--- config.mk ---
export PLATFORM = sky130hd
export DESIGN_NAME = ppmc_top
export DESIGN_NICKNAME = d
export VERILOG_FILES = /design/src/hdl/ppmc_pkg.sv /design/src/hdl/ppmc_apb_slave.sv /design/src/hdl/ppmc_pin_driver.sv /design/src/hdl/ppmc_top.sv
export SDC_FILE = /design/constraint.sdc
export NUM_CORES = 1
export LEC_CHECK = 0
export BUFFER_PORTS_ARGS = -buffer_cell sky130_fd_sc_hd__buf_2
export CORE_UTILIZATION = 55
export CTS_CLUSTER_DIAMETER = 200
export DETAILED_ROUTE_END_ITERATION = 10
export GPL_TIMING_DRIVEN = 0
export PLACE_DENSITY = 0.84
export RECOVER_POWER = 50
export SYNTH_ARGS = -nofsm -noshare
export SYNTH_HDL_FRONTEND = slang
export SYNTH_SLANG_ARGS = --single-unit
--- constraint.sdc ---
create_clock -name sys_clk -period 3.6 [get_ports sys_clk]
set_input_delay 0.18 -clock sys_clk [delete_from_list [all_inputs] [get_ports sys_clk]]
set_output_delay 0.18 -clock sys_clk [all_outputs]
set_load 0.1 [all_outputs]
--- src/hdl/ppmc_pkg.sv ---
// Shared constants, register map and pin drive decoding for the port mode block
package ppmc_pkg;

  // Port geometry
  localparam int PPMC_PORTS  = 4;
  localparam int PPMC_PORT_W = 8;

  // Register word indices; the byte address is four times the index
  localparam logic [3:0] PPMC_IDX_DATA0 = 4'h0;  // Data latches, ports 0..3
  localparam logic [3:0] PPMC_IDX_LOW0  = 4'h4;  // Mode low registers, ports 0..3
  localparam logic [3:0] PPMC_IDX_HIGH0 = 4'h8;  // Mode high registers, ports 0..3
  localparam logic [3:0] PPMC_IDX_PIN0  = 4'hC;  // Pin level readback, ports 0..3
  localparam logic [1:0] PPMC_GRP_DATA  = 2'h0;
  localparam logic [1:0] PPMC_GRP_LOW   = 2'h1;
  localparam logic [1:0] PPMC_GRP_HIGH  = 2'h2;

  // Reset values: latches high, every pin quasi-bidirectional
  localparam logic [7:0] PPMC_RST_DATA = 8'hFF;
  localparam logic [7:0] PPMC_RST_LOW  = 8'hFF;
  localparam logic [7:0] PPMC_RST_HIGH = 8'h00;

  // Two-bit pin mode codes, high register bit first
  localparam logic [1:0] PPMC_MODE_OPEN_DRAIN = 2'h0;
  localparam logic [1:0] PPMC_MODE_QUASI      = 2'h1;
  localparam logic [1:0] PPMC_MODE_HIZ        = 2'h2;
  localparam logic [1:0] PPMC_MODE_PUSH_PULL  = 2'h3;

  // Pin that PWM channel 0 takes over
  localparam int PPMC_PWM0_PORT = 2;
  localparam int PPMC_PWM0_BIT  = 0;

  // Drive of one pin as {enable, level, weak pull-up} for a mode and data bit
  function automatic logic [2:0] ppmc_drive(input logic [1:0] code, input logic d);
    case (code)
      PPMC_MODE_OPEN_DRAIN: ppmc_drive = d ? 3'h0 : 3'h4;
      PPMC_MODE_QUASI:      ppmc_drive = d ? 3'h1 : 3'h4;
      PPMC_MODE_HIZ:        ppmc_drive = 3'h0;
      default:              ppmc_drive = d ? 3'h6 : 3'h4;
    endcase
  endfunction

endpackage

--- src/hdl/ppmc_apb_slave.sv ---
// APB handshake and address decode for the port mode block
`timescale 1ns/100ps
module ppmc_apb_slave
  import ppmc_pkg::*;
#(
  parameter int ADDR_W = 12
) (
  input  wire logic              sys_clk,
  input  wire logic              resetn,
  input  wire logic              psel,
  input  wire logic              penable,
  input  wire logic              pwrite,
  input  wire logic [ADDR_W-1:0] paddr,
  output logic                   pready_ff,
  output logic                   pslverr_ff,
  output logic                   setup,
  output logic                   addr_hit,
  output logic                   wr_take,
  output logic [3:0]             reg_idx
);

  // Decode: sixteen aligned words at the bottom of the window
  assign addr_hit = (paddr[ADDR_W-1:6] == '0) && (paddr[1:0] == 2'h0);
  assign reg_idx  = paddr[5:2];
  assign setup    = psel & ~penable;
  assign wr_take  = psel & penable & pready_ff & pwrite & ~pslverr_ff;

  // Answer in the first access cycle; error for unmapped words
  always_ff @(posedge sys_clk or negedge resetn) begin
    if (!resetn) begin
      pready_ff  <= 1'b0;
      pslverr_ff <= 1'b0;
    end else begin
      pready_ff  <= setup;
      pslverr_ff <= setup & ~addr_hit;
    end
  end

endmodule // ppmc_apb_slave

--- src/hdl/ppmc_pin_driver.sv ---
// Registered pin drive for one port from its mode pair and data
`timescale 1ns/100ps
module ppmc_pin_driver
  import ppmc_pkg::*;
#(
  parameter int WIDTH = 8
) (
  input  wire logic             sys_clk,
  input  wire logic             resetn,
  input  wire logic [WIDTH-1:0] data,
  input  wire logic [WIDTH-1:0] mode_low,
  input  wire logic [WIDTH-1:0] mode_high,
  output logic [WIDTH-1:0]      pin_out_ff,
  output logic [WIDTH-1:0]      pin_oe_ff,
  output logic [WIDTH-1:0]      pin_weak_high_ff
);

  logic [WIDTH-1:0] nxt_out;
  logic [WIDTH-1:0] nxt_oe;
  logic [WIDTH-1:0] nxt_weak;

  // Per-pin drive from the high/low code pair
  for (genvar i = 0; i < WIDTH; i++) begin : g_pin
    wire [2:0] drv = ppmc_drive({mode_high[i], mode_low[i]}, data[i]);
    assign nxt_oe[i]   = drv[2];
    assign nxt_out[i]  = drv[1];
    assign nxt_weak[i] = drv[0];
  end

  // Reset leaves pins floating with the weak pull-up on
  always_ff @(posedge sys_clk or negedge resetn) begin
    if (!resetn) begin
      pin_out_ff       <= '0;
      pin_oe_ff        <= '0;
      pin_weak_high_ff <= '1;
    end else begin
      pin_out_ff       <= nxt_out;
      pin_oe_ff        <= nxt_oe;
      pin_weak_high_ff <= nxt_weak;
    end
  end

endmodule // ppmc_pin_driver

--- src/hdl/ppmc_top.sv ---
// Port pin mode configuration: APB registers, data latches and pin drive
//
// Notes on behaviour
// - Each of the four ports has an 8-bit mode low and an 8-bit mode high register.
// - Pin x takes its mode from bit x of the high register over bit x of the low one.
// - Code 00 makes the pin open-drain, pulled low only.
// - Code 01 makes the pin quasi-bidirectional.
// - Code 10 leaves the pin high-impedance and undriven.
// - Code 11 makes the pin a push-pull output.
// - Port 3 uses exactly the same scheme through its own register pair.
// - With PWM channel 0 enabled, its pin follows the PWM wave instead of the latch.
// - Each port has an 8-bit data latch whose bits drive the pins per their mode.
//
// Added by the designer: the placing of the registers and the APB slave port.
`timescale 1ns/100ps
module ppmc_top
  import ppmc_pkg::*;
#(
  parameter int ADDR_W = 12
) (
  input  wire logic              sys_clk,
  input  wire logic              resetn,
  input  wire logic              psel,
  input  wire logic              penable,
  input  wire logic              pwrite,
  input  wire logic [ADDR_W-1:0] paddr,
  input  wire logic [31:0]       pwdata,
  output logic [31:0]            prdata,
  output logic                   pready,
  output logic                   pslverr,
  input  wire logic              pwm_ch0_pin_takeover_enable,
  input  wire logic              pwm_ch0_wave,
  input  wire logic [7:0]        port0_pin_in,
  output logic [7:0]             port0_pin_out,
  output logic [7:0]             port0_pin_oe,
  output logic [7:0]             port0_pin_weak_high,
  input  wire logic [7:0]        port1_pin_in,
  output logic [7:0]             port1_pin_out,
  output logic [7:0]             port1_pin_oe,
  output logic [7:0]             port1_pin_weak_high,
  input  wire logic [7:0]        port2_pin_in,
  output logic [7:0]             port2_pin_out,
  output logic [7:0]             port2_pin_oe,
  output logic [7:0]             port2_pin_weak_high,
  input  wire logic [7:0]        port3_pin_in,
  output logic [7:0]             port3_pin_out,
  output logic [7:0]             port3_pin_oe,
  output logic [7:0]             port3_pin_weak_high
);

  // Register state
  logic [7:0]  data_ff  [PPMC_PORTS];
  logic [7:0]  low_ff   [PPMC_PORTS];
  logic [7:0]  high_ff  [PPMC_PORTS];
  logic [31:0] prdata_ff;

  // Pin side arrays
  logic [7:0]  pin_in_a   [PPMC_PORTS];
  logic [7:0]  pin_out_a  [PPMC_PORTS];
  logic [7:0]  pin_oe_a   [PPMC_PORTS];
  logic [7:0]  pin_weak_a [PPMC_PORTS];
  logic [7:0]  eff_data   [PPMC_PORTS];

  // Bus decode results
  logic        setup;
  logic        addr_hit;
  logic        wr_take;
  logic [3:0]  reg_idx;
  logic [1:0]  rd_grp;
  logic [1:0]  rd_port;
  logic [7:0]  rd_byte;
  logic [31:0] nxt_prdata;

  // APB handshake
  ppmc_apb_slave #(
    .ADDR_W     (ADDR_W)
  ) u_apb (
    .sys_clk    (sys_clk),
    .resetn     (resetn),
    .psel       (psel),
    .penable    (penable),
    .pwrite     (pwrite),
    .paddr      (paddr),
    .pready_ff  (pready),
    .pslverr_ff (pslverr),
    .setup      (setup),
    .addr_hit   (addr_hit),
    .wr_take    (wr_take),
    .reg_idx    (reg_idx)
  );

  // Pin inputs gathered into an array
  assign pin_in_a[0] = port0_pin_in;
  assign pin_in_a[1] = port1_pin_in;
  assign pin_in_a[2] = port2_pin_in;
  assign pin_in_a[3] = port3_pin_in;

  // Per-port registers, PWM takeover and pin driver
  for (genvar p = 0; p < PPMC_PORTS; p++) begin : g_port
    wire wr_data = wr_take && (reg_idx == PPMC_IDX_DATA0 + 4'(p));
    wire wr_low  = wr_take && (reg_idx == PPMC_IDX_LOW0 + 4'(p));
    wire wr_high = wr_take && (reg_idx == PPMC_IDX_HIGH0 + 4'(p));

    // Latch and mode pair, written only at the completing APB edge
    always_ff @(posedge sys_clk or negedge resetn) begin
      if (!resetn) begin
        data_ff[p] <= PPMC_RST_DATA;
        low_ff[p]  <= PPMC_RST_LOW;
        high_ff[p] <= PPMC_RST_HIGH;
      end else begin
        if (wr_data) data_ff[p] <= pwdata[7:0];
        if (wr_low)  low_ff[p]  <= pwdata[7:0];
        if (wr_high) high_ff[p] <= pwdata[7:0];
      end
    end

    // PWM channel 0 replaces the latch bit of its pin while enabled
    if (p == PPMC_PWM0_PORT) begin : g_pwm
      always_comb begin
        eff_data[p] = data_ff[p];
        if (pwm_ch0_pin_takeover_enable) begin
          eff_data[p][PPMC_PWM0_BIT] = pwm_ch0_wave;
        end
      end
    end else begin : g_plain
      assign eff_data[p] = data_ff[p];
    end

    // Mode decoding and registered drive, same for every port
    ppmc_pin_driver #(
      .WIDTH            (PPMC_PORT_W)
    ) u_drv (
      .sys_clk          (sys_clk),
      .resetn           (resetn),
      .data             (eff_data[p]),
      .mode_low         (low_ff[p]),
      .mode_high        (high_ff[p]),
      .pin_out_ff       (pin_out_a[p]),
      .pin_oe_ff        (pin_oe_a[p]),
      .pin_weak_high_ff (pin_weak_a[p])
    );
  end

  // Pin outputs taken from the driver flip-flops
  assign port0_pin_out       = pin_out_a[0];
  assign port0_pin_oe        = pin_oe_a[0];
  assign port0_pin_weak_high = pin_weak_a[0];
  assign port1_pin_out       = pin_out_a[1];
  assign port1_pin_oe        = pin_oe_a[1];
  assign port1_pin_weak_high = pin_weak_a[1];
  assign port2_pin_out       = pin_out_a[2];
  assign port2_pin_oe        = pin_oe_a[2];
  assign port2_pin_weak_high = pin_weak_a[2];
  assign port3_pin_out       = pin_out_a[3];
  assign port3_pin_oe        = pin_oe_a[3];
  assign port3_pin_weak_high = pin_weak_a[3];

  // Read selection by register group
  assign rd_grp  = reg_idx[3:2];
  assign rd_port = reg_idx[1:0];

  always_comb begin
    if (rd_grp == PPMC_GRP_DATA) begin
      rd_byte = data_ff[rd_port];
    end else if (rd_grp == PPMC_GRP_LOW) begin
      rd_byte = low_ff[rd_port];
    end else if (rd_grp == PPMC_GRP_HIGH) begin
      rd_byte = high_ff[rd_port];
    end else begin
      rd_byte = pin_in_a[rd_port];
    end
  end

  // Read word captured in the setup cycle; zero for writes and misses
  assign nxt_prdata = (setup && !pwrite && addr_hit) ? {24'h000000, rd_byte} : 32'h00000000;

  always_ff @(posedge sys_clk or negedge resetn) begin
    if (!resetn) begin
      prdata_ff <= 32'h00000000;
    end else if (setup) begin
      prdata_ff <= nxt_prdata;
    end
  end

  assign prdata = prdata_ff;

  // Helper masks for the checks below
  wire [7:0] m_od0 = ~high_ff[0] & ~low_ff[0];
  wire [7:0] m_qb0 = ~high_ff[0] &  low_ff[0];
  wire [7:0] m_hz0 =  high_ff[0] & ~low_ff[0];
  wire [7:0] m_pp0 =  high_ff[0] &  low_ff[0];
  wire [7:0] m_pp3 =  high_ff[3] &  low_ff[3];
  wire [7:0] m_pp2 =  high_ff[2] &  low_ff[2];
  wire       wr_low0  = wr_take && (reg_idx == PPMC_IDX_LOW0);
  wire       wr_high3 = wr_take && (reg_idx == PPMC_IDX_HIGH0 + 4'h3);
  wire       wr_data0 = wr_take && (reg_idx == PPMC_IDX_DATA0);
  wire [7:0] m_hz1 =  high_ff[1] & ~low_ff[1];
  wire [7:0] m_od2 = ~high_ff[2] & ~low_ff[2];
  wire       wr_refused    = psel && penable && pready && pwrite && pslverr;
  wire       rd_data0      = setup && !pwrite && addr_hit && (reg_idx == PPMC_IDX_DATA0);
  wire       pwm_latch_bit = data_ff[PPMC_PWM0_PORT][PPMC_PWM0_BIT];
endmodule // ppmc_top

# Yosys cells after proc, flatten, opt, wreduce, memory -nomap -nowiden
# Cells that the tools add are included.
[word_totals]
latch_bits = 0
inputBits = 83
ram_bits = 0
elab_cells = 312
register_bits = 226
n_memories = 0
output_inout_bits = 130
mem_bits_ro = 0
[classes]
div = 0
n_reduce_logical = 52
order_cmp = 1
n_mul = 0
eq_ne = 77
n_shift = 0
n_bitwise = 10
addsub = 0
n_mux = 145
[op_table]
columns = ["op", "n"]
rows = [
  ["3-bit case mux with 3 select lines", 32],
  ["3-bit 2-to-1 mux", 64],
  ["8-bit 2-to-1 mux", 12],
  ["2-bit zero test", 34],
  ["2-bit by 1-bit == test with 1-bit output (second input constant)", 33],
  ["2-bit == test (second input constant)", 33],
  ["8-bit binary-select mux with 2-bit select", 4],
  ["2-bit 2-to-1 mux", 32],
  ["4-bit by 3-bit == test with 1-bit output (second input constant)", 4],
  ["4-bit == test (second input constant)", 4],
  ["1-bit logical AND", 15],
  ["4-bit by 2-bit == test with 1-bit output (second input constant)", 2],
  ["1-bit bitwise AND", 6],
  ["6-bit zero test", 1],
  ["4-bit by 1-bit == test with 1-bit output (second input constant)", 1],
  ["4-bit zero test", 1],
  ["3-bit >= comparator (second input constant)", 1],
  ["1-bit NOT", 3],
  ["2-bit NOT with 3-bit output", 1],
  ["1-bit zero test", 1],
  ["1-bit 2-to-1 mux", 1],
]

# Longest topological paths before layout
[depth]
ltp_word = 8
depth_mapped = 7
ltp_nobuf = 5

# By module
# A second synthesis with hierarchy kept.
[unflattened]
hier_cells = 647
area_unflattened_um2 = 8719.6
[by_module_without_submodules]
columns = ["module", "instances", "cells_each", "area_per_inst_um2", "seq_area_each_um2"]
rows = [
  ["ppmc_top", 1, 378, 5373.9, 2682.6],
  ["ppmc_pin_driver", 4, 64, 805.8, 610.6],
  ["ppmc_apb_slave", 1, 13, 122.6, 50.0],
]

# Worst setup path after synthesis
# No wires, ideal clock.
[synth_path]
kind = "reg2reg"
start = "reg u_apb.pready_ff"
end = "reg high_ff[5] (netlist bit)"
path_stages_with_launch = 5
t_required_ns = 3.475
setup_time_ns = 0.125
slack_ns = 1.392
arrival_time_ns = 2.083
period_less_slack_ns = 2.208
n_path_buf = 0
cell_sequence = "dfrtp_1 > nand4_4 > nor3_4 > nand3_4 > mux2_4"
[synth_via]
elab_chain_cells = 4
[synth_rtl]
columns = ["item", "line_no", "rtl"]
rows = [
  ["start, declared", "ppmc_apb_slave.sv:14", "output logic pready_ff,"],
  ["start signal, assigned", "ppmc_apb_slave.sv:34", "pready_ff <= setup;"],
  ["1-bit bitwise AND (3 in a row)", "ppmc_apb_slave.sv:26", "assign wr_take = psel & penable & pready_ff & pwrite & ~pslverr_ff;"],
  ["1-bit logical AND", "n/a", ""],
  ["end signal, assigned by index", "ppmc_top.sv:113", "if (wr_high) high_ff[p] <= pwdata[7:0];"],
  ["end, declared", "ppmc_top.sv:54", "logic [7:0] high_ff [PPMC_PORTS];"],
]
# No other way between the ends.
# A chain may end at the register's enable or synchronous reset.

==> impl_metrics.json <==
{
  "synth-seq-area-share_pct": 59.6,
  "synth_area_sq_mm": 0.00868,
  "worst_pin_slew_ns": 1.38,
  "grt_util_all_layers_pct": 25.6,
  "status": "finished clean",
  "antennaDiodeCount": 0,
  "fin_cells": 1056,
  "synth_flop_cell": "dfrtp_1",
  "die_w_um": 128,
  "final_layout_size_suffix_gt1_share_pct": 50.8,
  "setup_viol": 0,
  "port_buffers": 160,
  "synth_warnings": 0,
  "area_delta_synth_final_pct": 22.6,
  "power_uw": 5240,
  "worstSetupPathType": "primary input to asynchronous set/reset pin",
  "start_util_pct": 56.7,
  "die-area_sq_mm": 0.0163,
  "cts_setup_buffers": 0,
  "cp-start-kind": "primary input",
  "synth.largest_area_cell": "dfrtp_1",
  "clk_pin_slew_ns": 0.06,
  "drc": 0,
  "first_global_vias": 5597,
  "clockRootBuffer": "clkbuf_16",
  "synth_edf_count": 0,
  "end_kind": "asynchronous set/reset pin",
  "drv_slew": 0,
  "finalCriticalPeriod_ns": 2.17,
  "core_area_sq_mm": 0.0153,
  "ios": 213,
  "post-route-util_pct": 69.5,
  "cts-htree-levels": 1,
  "hpwl_um": 13400,
  "grt_pass1_wl_um": 31100,
  "numCtsBuffers": 21,
  "synth.top_cells.by_area": "dfrtp_1 (31%), dfstp_2 (29%), mux2_2 (12%), mux4_2 (7.8%), buf_4 (2.5%)",
  "cts_buffer_depth": 3,
  "clk_latency_ns": 0.49,
  "drtIter0Drc": 401,
  "post_cts_resized": 0,
  "hold_violations": 0,
  "clock-sinks": 202,
  "totalWireLength_um": 20200,
  "leakage_uw": 0.00513,
  "grt_overflow": 0,
  "wire_per_inst_um": 19.2,
  "rsz0062_at_grt": "false",
  "hold_class": "primary input to register",
  "syn_avg_cell_area_sq_um": 14.1,
  "fmax_mhz": 461,
  "cp_max_fo": 105,
  "dp_cells": 1009,
  "die_h_um": 128,
  "cts-hold-fix-buffers": 9,
  "vias": 5761,
  "crit_arrival_ns": 2.54,
  "cts_tree": "built",
  "finClkSkew_ns": 0.0135,
  "first_pass_iters": 4,
  "synth_cells": 614,
  "relSlewSlack_pct": 8.28,
  "async_reset_ff_share_pct": 100,
  "synth_top_cell_area_share_pct": 30.5,
  "critPathRequiredTime_ns": 3.97,
  "synth-seq-cells": 202,
  "ir_drop_mv": 0.316,
  "gp_congestion": 0.835,
  "cap_violations": 0,
  "antenna_found_initial": 0,
  "grt_max_degree": 106,
  "fin_nets": 913,
  "timing.setup.tns_ns": 0,
  "power.density_mw_per_mm2": 492,
  "via_per_inst": 5.46,
  "period_share_pct": 60.2,
  "rows": 45,
  "ant_nets": 0,
  "yosysUniqueCellTypes": 45
}
## area by class of cell
cell class / count / area [sq um]
inverters: 16 / 60.1
multi-input cells: 371 / 3210
repair buffers: 170 / 908
clock inverters: 5 / 53.8
plain buffers: 48 / 325
flip-flops and latches: 202 / 5170
clock buffers: 33 / 651
fillers: 1084 / 4670
well taps: 211 / 264
## layer usage
metal  GRT usage, %  wire (um)
met5              0          0
met4           7.20        525
met3           5.01       1360
met2           42.4       9850
met1           34.8       8510
## sequential cells by signal (all words and copies together) (netlist names)
signal / cells
u_apb.pready_ff: 1
high_ff: 32
g_port.u_drv.pin_oe_ff: 32
low_ff: 32
prdata: 8
u_apb.pslverr_ff: 1
g_port.u_drv.pin_out_ff: 32
data_ff: 32
g_port.u_drv.pin_weak_high_ff: 32
## power by group
group	total, uW	internal [uW]	switching [uW]	leakage, uW
Clock	2150	1310	840	0.000351
Combinational	667	173	494	0.00245
Sequential	2420	2360	64.6	0.00232
Total	5240	3840	1400	0.00513
## worst paths after layout
kind | slack (ns) | endpoint | startpoint | cells past startpoint
worst max-delay path | 1.43 | high_ff[16] | resetn | 3
worst min-delay path | 0.008 | g_port[2].u_drv.pin_out_ff[0] | pwm_ch0_wave | 3
worst max register to register | 1.76 | high_ff[5] | u_apb.pready_ff | 4
worst min register to register | 0.47 | g_port[2].u_drv.pin_weak_high_ff[0] | high_ff[8] | 1
max in group sys_clk | 1.76 | high_ff[5] | u_apb.pready_ff | 4
min in group asynchronous | 0.28 | g_port[2].u_drv.pin_oe_ff[3] | resetn | 2
## synthesized netlist by cell type, types with 2 or more instances
library cell / n
a22oi_1: 2
a21o_1: 3
buf_4: 29
nor2_1: 33
nand3_1: 4
mux2_1: 2
mux4_2: 30
dfstp_2: 96
nand2b_1: 2
nand2b_4: 2
mux2i_1: 20
nor3_4: 2
nand2_1: 57
nand2_4: 6
dfrtp_1: 106
nor2b_1: 2
nand3_4: 2
buf_2: 4
a22o_1: 2
buf_6: 4
mux2_2: 92
o31ai_1: 2
clkbuf_1: 10
o21ai_0: 18
inv_1: 15
o32ai_1: 2
a21oi_1: 2
nor3_1: 3
o22ai_1: 6
nor3b_1: 4
nand2_2: 3
mux2_4: 2
and3_1: 31
nor4_1: 5
## cell families after synthesis
| group | Yosys count | synth area share, % |
|---|---|---|
| multiplexers | 146 | 22.6 |
| AND/OR/NAND/NOR | 162 | 10.5 |
| buffers and inverters | 64 | 4.44 |
| flip-flops | 202 | 59.6 |
| AO/OA/AOI/OAI | 39 | 2.80 |
| other | 1 | 0.0432 |
## cells in the final DEF (no fill, tap or decap), drive strengths merged, types with 2 or more instances in the layout
| cell | count |
|---|---|
| a22o | 2 |
| dlygate4sd3 | 9 |
| nor3 | 5 |
| dfrtp | 106 |
| o22ai | 6 |
| nand3 | 7 |
| inv | 17 |
| buf | 197 |
| o31ai | 2 |
| nand2b | 4 |
| nor2b | 2 |
| a21oi | 2 |
| nor3b | 4 |
| and3 | 31 |
| conb | 24 |
| mux4 | 30 |
| clkinv | 3 |
| dfstp | 96 |
| mux2 | 96 |
| mux2i | 20 |
| nor4 | 6 |
| a21o | 3 |
| nand2 | 66 |
| nor2 | 34 |
| a22oi | 2 |
| o32ai | 2 |
| o21ai | 18 |
| clkbuf | 45 |
## worst max-delay path: stages
cell and delay (ns):
dlygate4sd3_1 0.56, buf_8 0.52, clkbuf_4 1.19
## stage by stage
stage	worst slack [ns]	instance area, sq um	hold WS [ns]
after floorplan	1.39	8770	-0.116
after global placement	-0.723	9830	0.427
after detailed placement	1.65	9870	0.249
after CTS	1.76	10700	0.00402
after global routing	1.04	10600	0.0198
final	1.43	10600	0.00849
No activity file was read; power rests on OpenSTA's default activity.
